$ cat src/design/eis_pkg.sv
/*
  Shared constants, field layouts and types for the external interrupt
  sense and sleep control block.
  Assumes an APB register bus with 32-bit data and one pclk domain.
*/
package eis_pkg;

  // word indices; byte address is four times the index
  localparam int ADDR_W = 10;
  localparam logic [7:0] IDX_CTRL = 8'h35;
  localparam logic [7:0] IDX_MASK = 8'h36;
  localparam logic [7:0] IDX_STAT = 8'h37;

  // sleep_and_int_sense_control field positions
  localparam int POS_SLEEP_ARM = 5;
  localparam int POS_SLEEP_DEPTH = 4;
  localparam int POS_PIN1_SENSE = 2;
  localparam int POS_PIN0_SENSE = 0;
  localparam logic [7:0] CTRL_RW_MASK = 8'h3f;
  localparam logic [7:0] RST_CTRL = 8'h00;

  // ext_irq_mask_register: bit 0 pin 0, bit 1 pin 1
  localparam logic [1:0] MASK_RW_MASK = 2'h3;
  localparam logic [1:0] RST_MASK = 2'h0;

  // status word field positions
  localparam int POS_STAT_IDLE = 0;
  localparam int POS_STAT_PD = 1;
  localparam int POS_STAT_LEVEL = 2;
  localparam int POS_STAT_PEND = 4;

  // pins idle high behind a pull-up
  localparam logic PIN_IDLE = 1'b1;

  // level must persist this many watchdog oscillator edges, or WAKE_PERIOD_CYC cycles
  localparam logic [1:0] WAKE_WDT_EDGES = 2'h2;

  typedef enum logic [1:0] {
    SENSE_LOW  = 2'b00,
    SENSE_ANY  = 2'b01,
    SENSE_FALL = 2'b10,
    SENSE_RISE = 2'b11
  } eis_sense_t;

  typedef enum logic [3:0] {
    ST_RUN      = 4'b0001,
    ST_IDLE     = 4'b0010,
    ST_PD_QUAL  = 4'b0100,
    ST_PD_START = 4'b1000
  } eis_state_t;

  typedef struct packed {
    logic [1:0] resv;
    logic sleep_arm;
    logic sleep_depth_select;
    logic pin1_sense_hi;
    logic pin1_sense_lo;
    logic pin0_sense_hi;
    logic pin0_sense_lo;
  } eis_ctrl_t;

  typedef struct packed {
    logic level_low;
    logic edge_hit;
  } eis_pin_t;

  function automatic logic eis_edge_hit(input logic [1:0] mode,
                                        input logic prev,
                                        input logic cur);
    logic hit;
    hit = 1'b0;
    case (mode)
      SENSE_ANY: hit = prev ^ cur;
      SENSE_FALL: hit = prev & ~cur;
      SENSE_RISE: hit = ~prev & cur;
      default: hit = 1'b0;
    endcase
    return hit;
  endfunction : eis_edge_hit

endpackage : eis_pkg

$ cat src/design/eis_top.sv
/*
  External interrupt sense control and sleep controller with APB access.
  Assumes one pclk domain; pins and the watchdog oscillator are sampled.
  The core pulses halt_exec on the halt opcode and irq_ack on vectoring.
*/
`timescale 1ns/10ps
`default_nettype none
module eis_top
  import eis_pkg::*;
#(
  parameter int WAKE_PERIOD_CYC = 64,
  parameter int STARTUP_CYC_0 = 16,
  parameter int STARTUP_CYC_1 = 256,
  parameter int STARTUP_CYC_2 = 1024,
  parameter int STARTUP_CYC_3 = 4096
) (
  input wire logic pclk,
  input wire logic presetn,
  input wire logic psel,
  input wire logic penable,
  input wire logic pwrite,
  input wire logic [ADDR_W-1:0] paddr,
  input wire logic [31:0] pwdata,
  input wire logic [3:0] pstrb,
  output logic [31:0] prdata,
  output logic pready,
  output logic pslverr,
  input wire logic ext_irq_pin_0,
  input wire logic ext_irq_pin_1,
  input wire logic wdt_osc_raw,
  input wire logic cpu_global_irq_enable,
  input wire logic halt_exec,
  input wire logic [1:0] irq_ack,
  input wire logic internal_irq_wake,
  input wire logic [1:0] clock_source_fuses,
  output logic [1:0] irq_req,
  output logic cpu_clk_stop,
  output logic osc_stop,
  output logic wake_pulse
);

  localparam int CNT_W = 16;

  eis_ctrl_t ctrl;
  logic [1:0] mask;
  logic [1:0] pend;
  eis_pin_t ev0;
  eis_pin_t ev1;
  eis_state_t state;
  eis_state_t next_state;
  logic [CNT_W-1:0] qual_cnt;
  logic [1:0] qual_wdt;
  logic [CNT_W-1:0] start_cnt;
  logic w1;
  logic w2;
  logic w3;
  logic wdt_filt;
  logic wdt_prev;

  logic [ADDR_W-3:0] idx;
  logic setup;
  logic wr_fire;
  logic mapped;
  logic [1:0] mode0;
  logic [1:0] mode1;
  logic [1:0] level_low;
  logic [1:0] edge_hit;
  logic [1:0] lvl_mode;
  logic [1:0] req_raw;
  logic [1:0] enabled;
  logic lvl_wake;
  logic wdt_rise;
  logic qualified;
  logic start_done;

  function automatic logic [CNT_W-1:0] startup_len(input logic [1:0] f);
    logic [CNT_W-1:0] n;
    n = '0;
    case (f)
      2'h0: n = CNT_W'(STARTUP_CYC_0);
      2'h1: n = CNT_W'(STARTUP_CYC_1);
      2'h2: n = CNT_W'(STARTUP_CYC_2);
      default: n = CNT_W'(STARTUP_CYC_3);
    endcase
    return n;
  endfunction : startup_len

  assign idx = paddr[ADDR_W-1:2];
  assign setup = psel & ~penable;
  assign wr_fire = psel & penable & pready & pwrite & ~pslverr;
  assign mapped = (paddr[1:0] == 2'h0) &&
                  (idx == IDX_CTRL || idx == IDX_MASK || idx == IDX_STAT);

  assign mode0 = {ctrl.pin0_sense_hi, ctrl.pin0_sense_lo};
  assign mode1 = {ctrl.pin1_sense_hi, ctrl.pin1_sense_lo};

  eis_sense u_sense0 (
    .pclk(pclk),
    .presetn(presetn),
    .pin_raw(ext_irq_pin_0),
    .mode(mode0),
    .pin_ev(ev0)
  );

  eis_sense u_sense1 (
    .pclk(pclk),
    .presetn(presetn),
    .pin_raw(ext_irq_pin_1),
    .mode(mode1),
    .pin_ev(ev1)
  );

  assign level_low = {ev1.level_low, ev0.level_low};
  assign edge_hit = {ev1.edge_hit, ev0.edge_hit};
  assign lvl_mode = {mode1 == SENSE_LOW, mode0 == SENSE_LOW};

  // level mode requests straight from the pin, so it repeats while low
  assign req_raw = (lvl_mode & level_low) | (~lvl_mode & pend);
  assign enabled = req_raw & mask & {2{cpu_global_irq_enable}};
  assign lvl_wake = |(lvl_mode & level_low & mask) &
                    cpu_global_irq_enable;

  // control register: only the bus ever writes it, never sleep entry/exit
  always_ff @(posedge pclk or negedge presetn) begin
    if (!presetn) begin
      ctrl <= RST_CTRL;
    end else if (wr_fire && idx == IDX_CTRL && pstrb[0]) begin
      ctrl <= pwdata[7:0] & CTRL_RW_MASK;
    end
  end

  always_ff @(posedge pclk or negedge presetn) begin
    if (!presetn) begin
      mask <= RST_MASK;
    end else if (wr_fire && idx == IDX_MASK && pstrb[0]) begin
      mask <= pwdata[1:0] & MASK_RW_MASK;
    end
  end

  // edge flags: a new edge in the ack cycle wins over the clear
  always_ff @(posedge pclk or negedge presetn) begin
    if (!presetn) begin
      pend <= 2'h0;
    end else begin
      pend <= (pend & ~irq_ack) | (edge_hit & ~lvl_mode);
    end
  end

  // watchdog oscillator: three samples, change counts when two agree
  always_ff @(posedge pclk or negedge presetn) begin
    if (!presetn) begin
      w1 <= 1'b0;
      w2 <= 1'b0;
      w3 <= 1'b0;
      wdt_filt <= 1'b0;
      wdt_prev <= 1'b0;
    end else begin
      w1 <= wdt_osc_raw;
      w2 <= w1;
      w3 <= w2;
      if (w2 == w3) begin
        wdt_filt <= w3;
      end
      wdt_prev <= wdt_filt;
    end
  end

  assign wdt_rise = wdt_filt & ~wdt_prev;
  // two watchdog edges, or the shorter wake period, whichever comes first
  assign qualified = (qual_wdt >= WAKE_WDT_EDGES) ||
                     (qual_cnt >= CNT_W'(WAKE_PERIOD_CYC));
  assign start_done = (start_cnt == '0);

  always_comb begin
    next_state = state;
    case (state)
      ST_RUN: begin
        if (halt_exec && ctrl.sleep_arm) begin
          next_state = ctrl.sleep_depth_select ? ST_PD_QUAL : ST_IDLE;
        end
      end
      ST_IDLE: begin
        // timers and interrupt logic run on; any enabled source wakes
        if (|enabled || internal_irq_wake) begin
          next_state = ST_RUN;
        end
      end
      ST_PD_QUAL: begin
        // edges stay latched here but cannot wake the core
        if (lvl_wake && qualified) begin
          next_state = ST_PD_START;
        end
      end
      ST_PD_START: begin
        if (start_done) begin
          next_state = ST_RUN;
        end
      end
      default: next_state = ST_RUN;
    endcase
  end

  // reset from any state lands in run, so the core restarts from reset
  always_ff @(posedge pclk or negedge presetn) begin
    if (!presetn) begin
      state <= ST_RUN;
    end else begin
      state <= next_state;
    end
  end

  // persistence counters restart whenever the level drops
  always_ff @(posedge pclk or negedge presetn) begin
    if (!presetn) begin
      qual_cnt <= '0;
      qual_wdt <= 2'h0;
    end else if (state != ST_PD_QUAL || !lvl_wake) begin
      qual_cnt <= '0;
      qual_wdt <= 2'h0;
    end else begin
      if (qual_cnt != '1) begin
        qual_cnt <= qual_cnt + CNT_W'(1);
      end
      if (wdt_rise && qual_wdt != 2'h3) begin
        qual_wdt <= qual_wdt + 2'h1;
      end
    end
  end

  // start delay length follows the clock source fuses
  always_ff @(posedge pclk or negedge presetn) begin
    if (!presetn) begin
      start_cnt <= '0;
    end else if (state == ST_PD_QUAL && next_state == ST_PD_START) begin
      start_cnt <= startup_len(clock_source_fuses);
    end else if (state == ST_PD_START && !start_done) begin
      start_cnt <= start_cnt - CNT_W'(1);
    end
  end

  always_ff @(posedge pclk or negedge presetn) begin
    if (!presetn) begin
      cpu_clk_stop <= 1'b0;
      osc_stop <= 1'b0;
      wake_pulse <= 1'b0;
    end else begin
      cpu_clk_stop <= (next_state != ST_RUN);
      osc_stop <= (next_state == ST_PD_QUAL);
      wake_pulse <= (state != ST_RUN) && (next_state == ST_RUN);
    end
  end

  // requests are held off while the core sleeps in power-down; a level
  // gone by the end of the start delay yields no request at all
  always_ff @(posedge pclk or negedge presetn) begin
    if (!presetn) begin
      irq_req <= 2'h0;
    end else if (state == ST_PD_QUAL || state == ST_PD_START) begin
      irq_req <= 2'h0;
    end else begin
      irq_req <= enabled;
    end
  end

  // zero wait state slave: answer is ready in the first access cycle
  always_ff @(posedge pclk or negedge presetn) begin
    if (!presetn) begin
      pready <= 1'b0;
      pslverr <= 1'b0;
      prdata <= 32'h0;
    end else begin
      pready <= setup;
      pslverr <= setup & ~mapped;
      if (setup && !pwrite && mapped) begin
        case (idx)
          IDX_CTRL: prdata <= {24'h0, ctrl & CTRL_RW_MASK};
          IDX_MASK: prdata <= {30'h0, mask};
          IDX_STAT: begin
            prdata <= 32'h0;
            prdata[POS_STAT_IDLE] <= (state == ST_IDLE);
            prdata[POS_STAT_PD] <= (state == ST_PD_QUAL) ||
                                   (state == ST_PD_START);
            prdata[POS_STAT_LEVEL +: 2] <= level_low;
            prdata[POS_STAT_PEND +: 2] <= pend;
          end
          default: prdata <= 32'h0;
        endcase
      end else if (setup) begin
        prdata <= 32'h0;
      end
    end
  end

endmodule : eis_top
`default_nettype wire

$ cat src/design/eis_sense.sv
/*
  Per-pin sampler and edge detector for one external interrupt pin.
  Assumes the pin is asynchronous to pclk; mode comes from pclk logic.
*/
`timescale 1ns/10ps
`default_nettype none
module eis_sense
  import eis_pkg::*;
(
  input wire logic pclk,
  input wire logic presetn,
  input wire logic pin_raw,
  input wire logic [1:0] mode,
  output eis_pin_t pin_ev
);

  logic s1;
  logic s2;
  logic s3;
  logic filt;
  logic prev;

  // pad level is used whatever the pin direction
  always_ff @(posedge pclk or negedge presetn) begin
    if (!presetn) begin
      s1 <= PIN_IDLE;
      s2 <= PIN_IDLE;
      s3 <= PIN_IDLE;
    end else begin
      s1 <= pin_raw;
      s2 <= s1;
      s3 <= s2;
    end
  end

  // a change counts only once two samples agree
  always_ff @(posedge pclk or negedge presetn) begin
    if (!presetn) begin
      filt <= PIN_IDLE;
    end else if (s2 == s3) begin
      filt <= s3;
    end
  end

  always_ff @(posedge pclk or negedge presetn) begin
    if (!presetn) begin
      prev <= PIN_IDLE;
      pin_ev <= '0;
    end else begin
      prev <= filt;
      pin_ev.edge_hit <= eis_edge_hit(mode, prev, filt);
      pin_ev.level_low <= ~filt;
    end
  end

endmodule : eis_sense
`default_nettype wire

$ cat config.mk
export PLATFORM = sky130hd
export DESIGN_NAME = eis_top
export DESIGN_NICKNAME = d
export VERILOG_FILES = /design/src/design/eis_pkg.sv /design/src/design/eis_top.sv /design/src/design/eis_sense.sv
export SDC_FILE = /design/constraint.sdc
export NUM_CORES = 1
export LEC_CHECK = 0
export ABC_AREA = 1
export CAP_MARGIN = 30
export CORE_ASPECT_RATIO = 1.5
export CORE_MARGIN = 1
export CORE_UTILIZATION = 65
export DETAILED_ROUTE_END_ITERATION = 6
export DONT_BUFFER_PORTS = 1
export PLACE_DENSITY = 0.82
export SYNTH_ARGS = -nofsm -noshare
export SYNTH_HDL_FRONTEND = slang
export SYNTH_SLANG_ARGS = --single-unit
$ cat constraint.sdc
create_clock -name pclk -period 4.5 [get_ports pclk]
set_input_delay 0.45 -clock pclk [delete_from_list [all_inputs] [get_ports pclk]]
set_output_delay 0.45 -clock pclk [all_outputs]
set_load 0.01 [all_outputs]
==> implementation parameters <==
Parameter                              Value

Status
  Result of the run    finished, final reports clean

Worst setup path
  Kind of critical path    flop to flop
  Crit path DAT    ~2.2 ns
  Data required time of the worst path    about 4.8 ns
  CP Max Fanout    12
  Endpoint of the worst-slack reg-to-reg timing path    qual_cnt[4]
  Worst R2R Path Depth    7
  Reg2Reg Setup Slack    ~2.6 ns
  Sort of element at the end of the critical path    flop
  Combined buffer and inverter count along the critical path    1
  Worst Setup Start Kind    flop
  Slowest-stage cell, CP    dfrtp_1
  Count of cell instances traversed by the critical path    7
  Startpoint of the most critical setup path    ctrl[1]
  Crit-path cells    nor2_1 -> nand2_1 -> o21ai_4 -> nand2_4 -> inv_2 -> nand4_2 -> o21ai_0
  Crit path largest cell delay    ~0.45 ns
  Worst setup endpoint    qual_cnt[4]
  Launching point of the worst reg2reg path    ctrl[1]
  Largest delay share family, worst path    simple AND/OR/NAND/NOR gates

Power and ir drop
  Highest ir drop seen on vdd    approximately 0.00026 V
  Ratio of total power to cell area    roughly 340 nW/um^2
  Clock network fraction of design power    40.8%
  Switching share of power    25.30%
  Internal    approximately 1.2 mW
  Reg power frac    between 50 and 60%
  Switching power    roughly 0.40 mW
  Combinational share of power    8.4%
  Static leakage    2.433 nW

CTS
  Quantity of hold-fixing buffers added after cts    2
  Clock buffer depth    2
  Post-CTS Setup Repair Bufs    0
  Number of buffers added by the clock tree synthesis step    9
  Clock edge transition at the registers on the reported setup and hold paths    0.08 ns
  TritonCTS sink count    80
  CTS H-tree lvls    3
  Post-CTS resize count    0
  Worst skew pair latency    roughly 0.36 ns
  Root cell of the clock tree    clkbuf_8
  TritonCTS clock tree    built

GRT
  Congestion Overflow GR    0
  Vias in the first global route    roughly 3200
  Pin count of the biggest net entering global routing    81
  Global router's overall resource usage    between 20 and 30%
  Number of antenna violations at the first check in global routing    0
  Wire length of the first global-routing pass    approximately 14000 um

Yosys
  YS warnings    0
  Number of synthesized flops with an enable pin    0
  Most frequent cells after synthesis    nand2_1, inv_1, dfrtp_1
  Synth unique cells    39
  Synth area leader    dfrtp_1
  Cells taking the most area after synthesis    dfrtp_1, nand2_1, inv_1
  Post-Syn Area    4365 um^2
  Post-synth ARST share    100.0%
  Most used flip-flop cell after synthesis    dfrtp_1
  Mean instance size in the synthesized netlist    approximately 8.0 um^2
  Top-count cell post-synth    nand2_1
  Cell count after synthesis    548
  Post-synthesis register bit count    80
  Portion of the post-synthesis area used by sequential elements    about 46%
  Fraction of synthesized cell area taken by the top area cell type    about two fifths

Cells and area
  Area growth syn-to-layout    4.901%
  FF+latch area    about 2000 um^2
  Multi-input logic area    ~1900 um^2
  Antenna Diode Count    0
  Filler Cells Inserted    510
  Share of post-route cells with drive strength above 1    under 10%
  Total Nets Final    between 600 and 700

Timing
  Worst slew pin tran    0.6152 ns
  Time the worst path needs with I/O delays and setup    1.881 ns
  Setup skew after layout    0.01040 ns
  Fmax    531.7 MHz
  # setup viols final    0
  Worst hold-check slack    0.07805 ns
  Final Max Tran Viols    0
  Final sum of negative setup slack    0 ns
  Number of hold violations in the final report    0
  Share of the clock period used by the worst path after layout    approximately two fifths
  RSZ-0062 raised after global routing    no
  Max_slew headroom    between 50% and 60%

Die
  Core region area    around 6500 um^2
  Cell Rows    36
  Die width    68.92 um
  Count of pins on the block boundary    100
  Starting density of the core    approximately two thirds
  Full die area    7055 um^2
  DIE HEIGHT    just over 100 um

Route
  Count of nets left with antenna violations after detail routing    0
  DRT Wirelength    around 8600 um
  Average wire per standard cell    13.56 um
  Number of DRC markers after the initial detailed-route iteration    239
  Drt pass-1 iters    4
  Via-per-instance ratio    between 5 and 6
  Via count    around 3500
  Total DRC errors in the routed layout    0

Place
  Gpl congestion    ~0.89
  Number of input and output port buffers inserted    0
  Total half-perimeter wirelength after legalization and detailed placement    between 6000 and 7000 um

Worst hold path
  Class of the tightest hold or removal check    primary input to flop

Flow run
  Max-cap check violation count    0
[worst min path at each step]
stage,start,end,cells past startpoint
floorplan,presetn,cpu_clk_stop,0
global placement,presetn,qual_cnt[7],0
detailed placement,presetn,qual_cnt[8],0
CTS,ext_irq_pin_1,u_sense1.s1,0
global route,ext_irq_pin_1,u_sense1.s1,0
finish,ext_irq_pin_0,u_sense0.s1,0
[worst reg2reg max path: cells and delay by family (launching register included)]
family / cells / cell delay, ns
AND/OR/NAND/NOR: 4 / 0.68
flip-flops: 1 / 0.45
AO/OA/AOI/OAI: 2 / 0.42
buffers and inverters: 1 / 0.24
[final cells by class]
class | instances | area share (%)
clock inverters | 7 | 2.623
inverters | 80 | 6.557
well taps | 76 | 2.077
clock buffers | 9 | 2.705
multi-input cells | 381 | 41.20
flip-flops and latches | 80 | 44.02
repair buffers | 2 | 0.8197
[stage by stage]
stage               utilization [%]  cell area, um^2  std cells  worst slack [ns]  total power [mW]
floorplan                         -             4459        573             3.000            0.9082
detailed placement            66.26             4298        617             2.643            0.9236
global placement              66.26             4298        617             2.700            0.9149
global route                  70.60             4579        635             2.388             1.636
CTS                           70.60             4579        635             2.637             1.573
finish                        70.60             4579        635             2.619             1.569
[cell usage in the layout, fill, tap and decap left out, drive strengths merged, types with 2 or more instances in the layout]
master  synthesis  routed
nand2         147     147
xnor2           3       3
o32ai           2       2
maj3            3       3
nand4          16      16
ha              9       9
conb            1      26
nand3          45      45
bufinv          0       3
o22ai           2       2
o21ai          39      39
dfstp          11      11
nor2           56      56
nor3           10      10
nand3b          2       2
xor2            9       9
or2             2       2
clkinv          0       3
inv            80      80
clkbuf          0       9
and3            2       2
dfrtp          69      69
a21oi           4       4
[state kept, by name, indices dropped and copies added, names as in the netlist, 2 cells and up]
| register | count |
|---|---|
| start_cnt | 16 |
| irq_req | 2 |
| qual_wdt | 2 |
| prdata | 6 |
| ctrl | 6 |
| mask | 2 |
| qual_cnt | 16 |
| pend | 2 |
| u_sense1.pin_ev | 2 |
| state | 4 |
| u_sense0.pin_ev | 2 |
[power groups by stage]
stage	Sequential, mW	Combinational, mW	Clock, mW
floorplan	0.802	0.106	0
global placement	0.807	0.108	0
detailed placement	0.809	0.114	0
CTS	0.797	0.133	0.643
global route	0.804	0.156	0.676
finish	0.796	0.132	0.640
[layer usage]
layer / GRT usage [%] / vias up / part of all wire (%)
li1: - / 1702 / -
met1: 34.32 / 1622 / 40
met2: 44.29 / 106 / 52
met3: 7.478 / 27 / 4.2
met4: 14.29 / 0 / 3.5
met5: 0 / - / 0
[kinds of logic (layout without fill, tap and decap cells)]
kind of cell / Yosys count / after routing / share of synthesized area [%]
AND/OR/NAND/NOR: 281 / 281 / 28.75
buffers and inverters: 112 / 98 / 12.75
flip-flops: 80 / 80 / 46.17
AO/OA/AOI/OAI: 50 / 50 / 6.564
adder cells (fa/ha/maj): 12 / 12 / 3.267
XOR/XNOR: 12 / 12 / 2.408
other: 1 / 26 / 0.08590
Note: power is estimated with default switching activity, not from simulation.
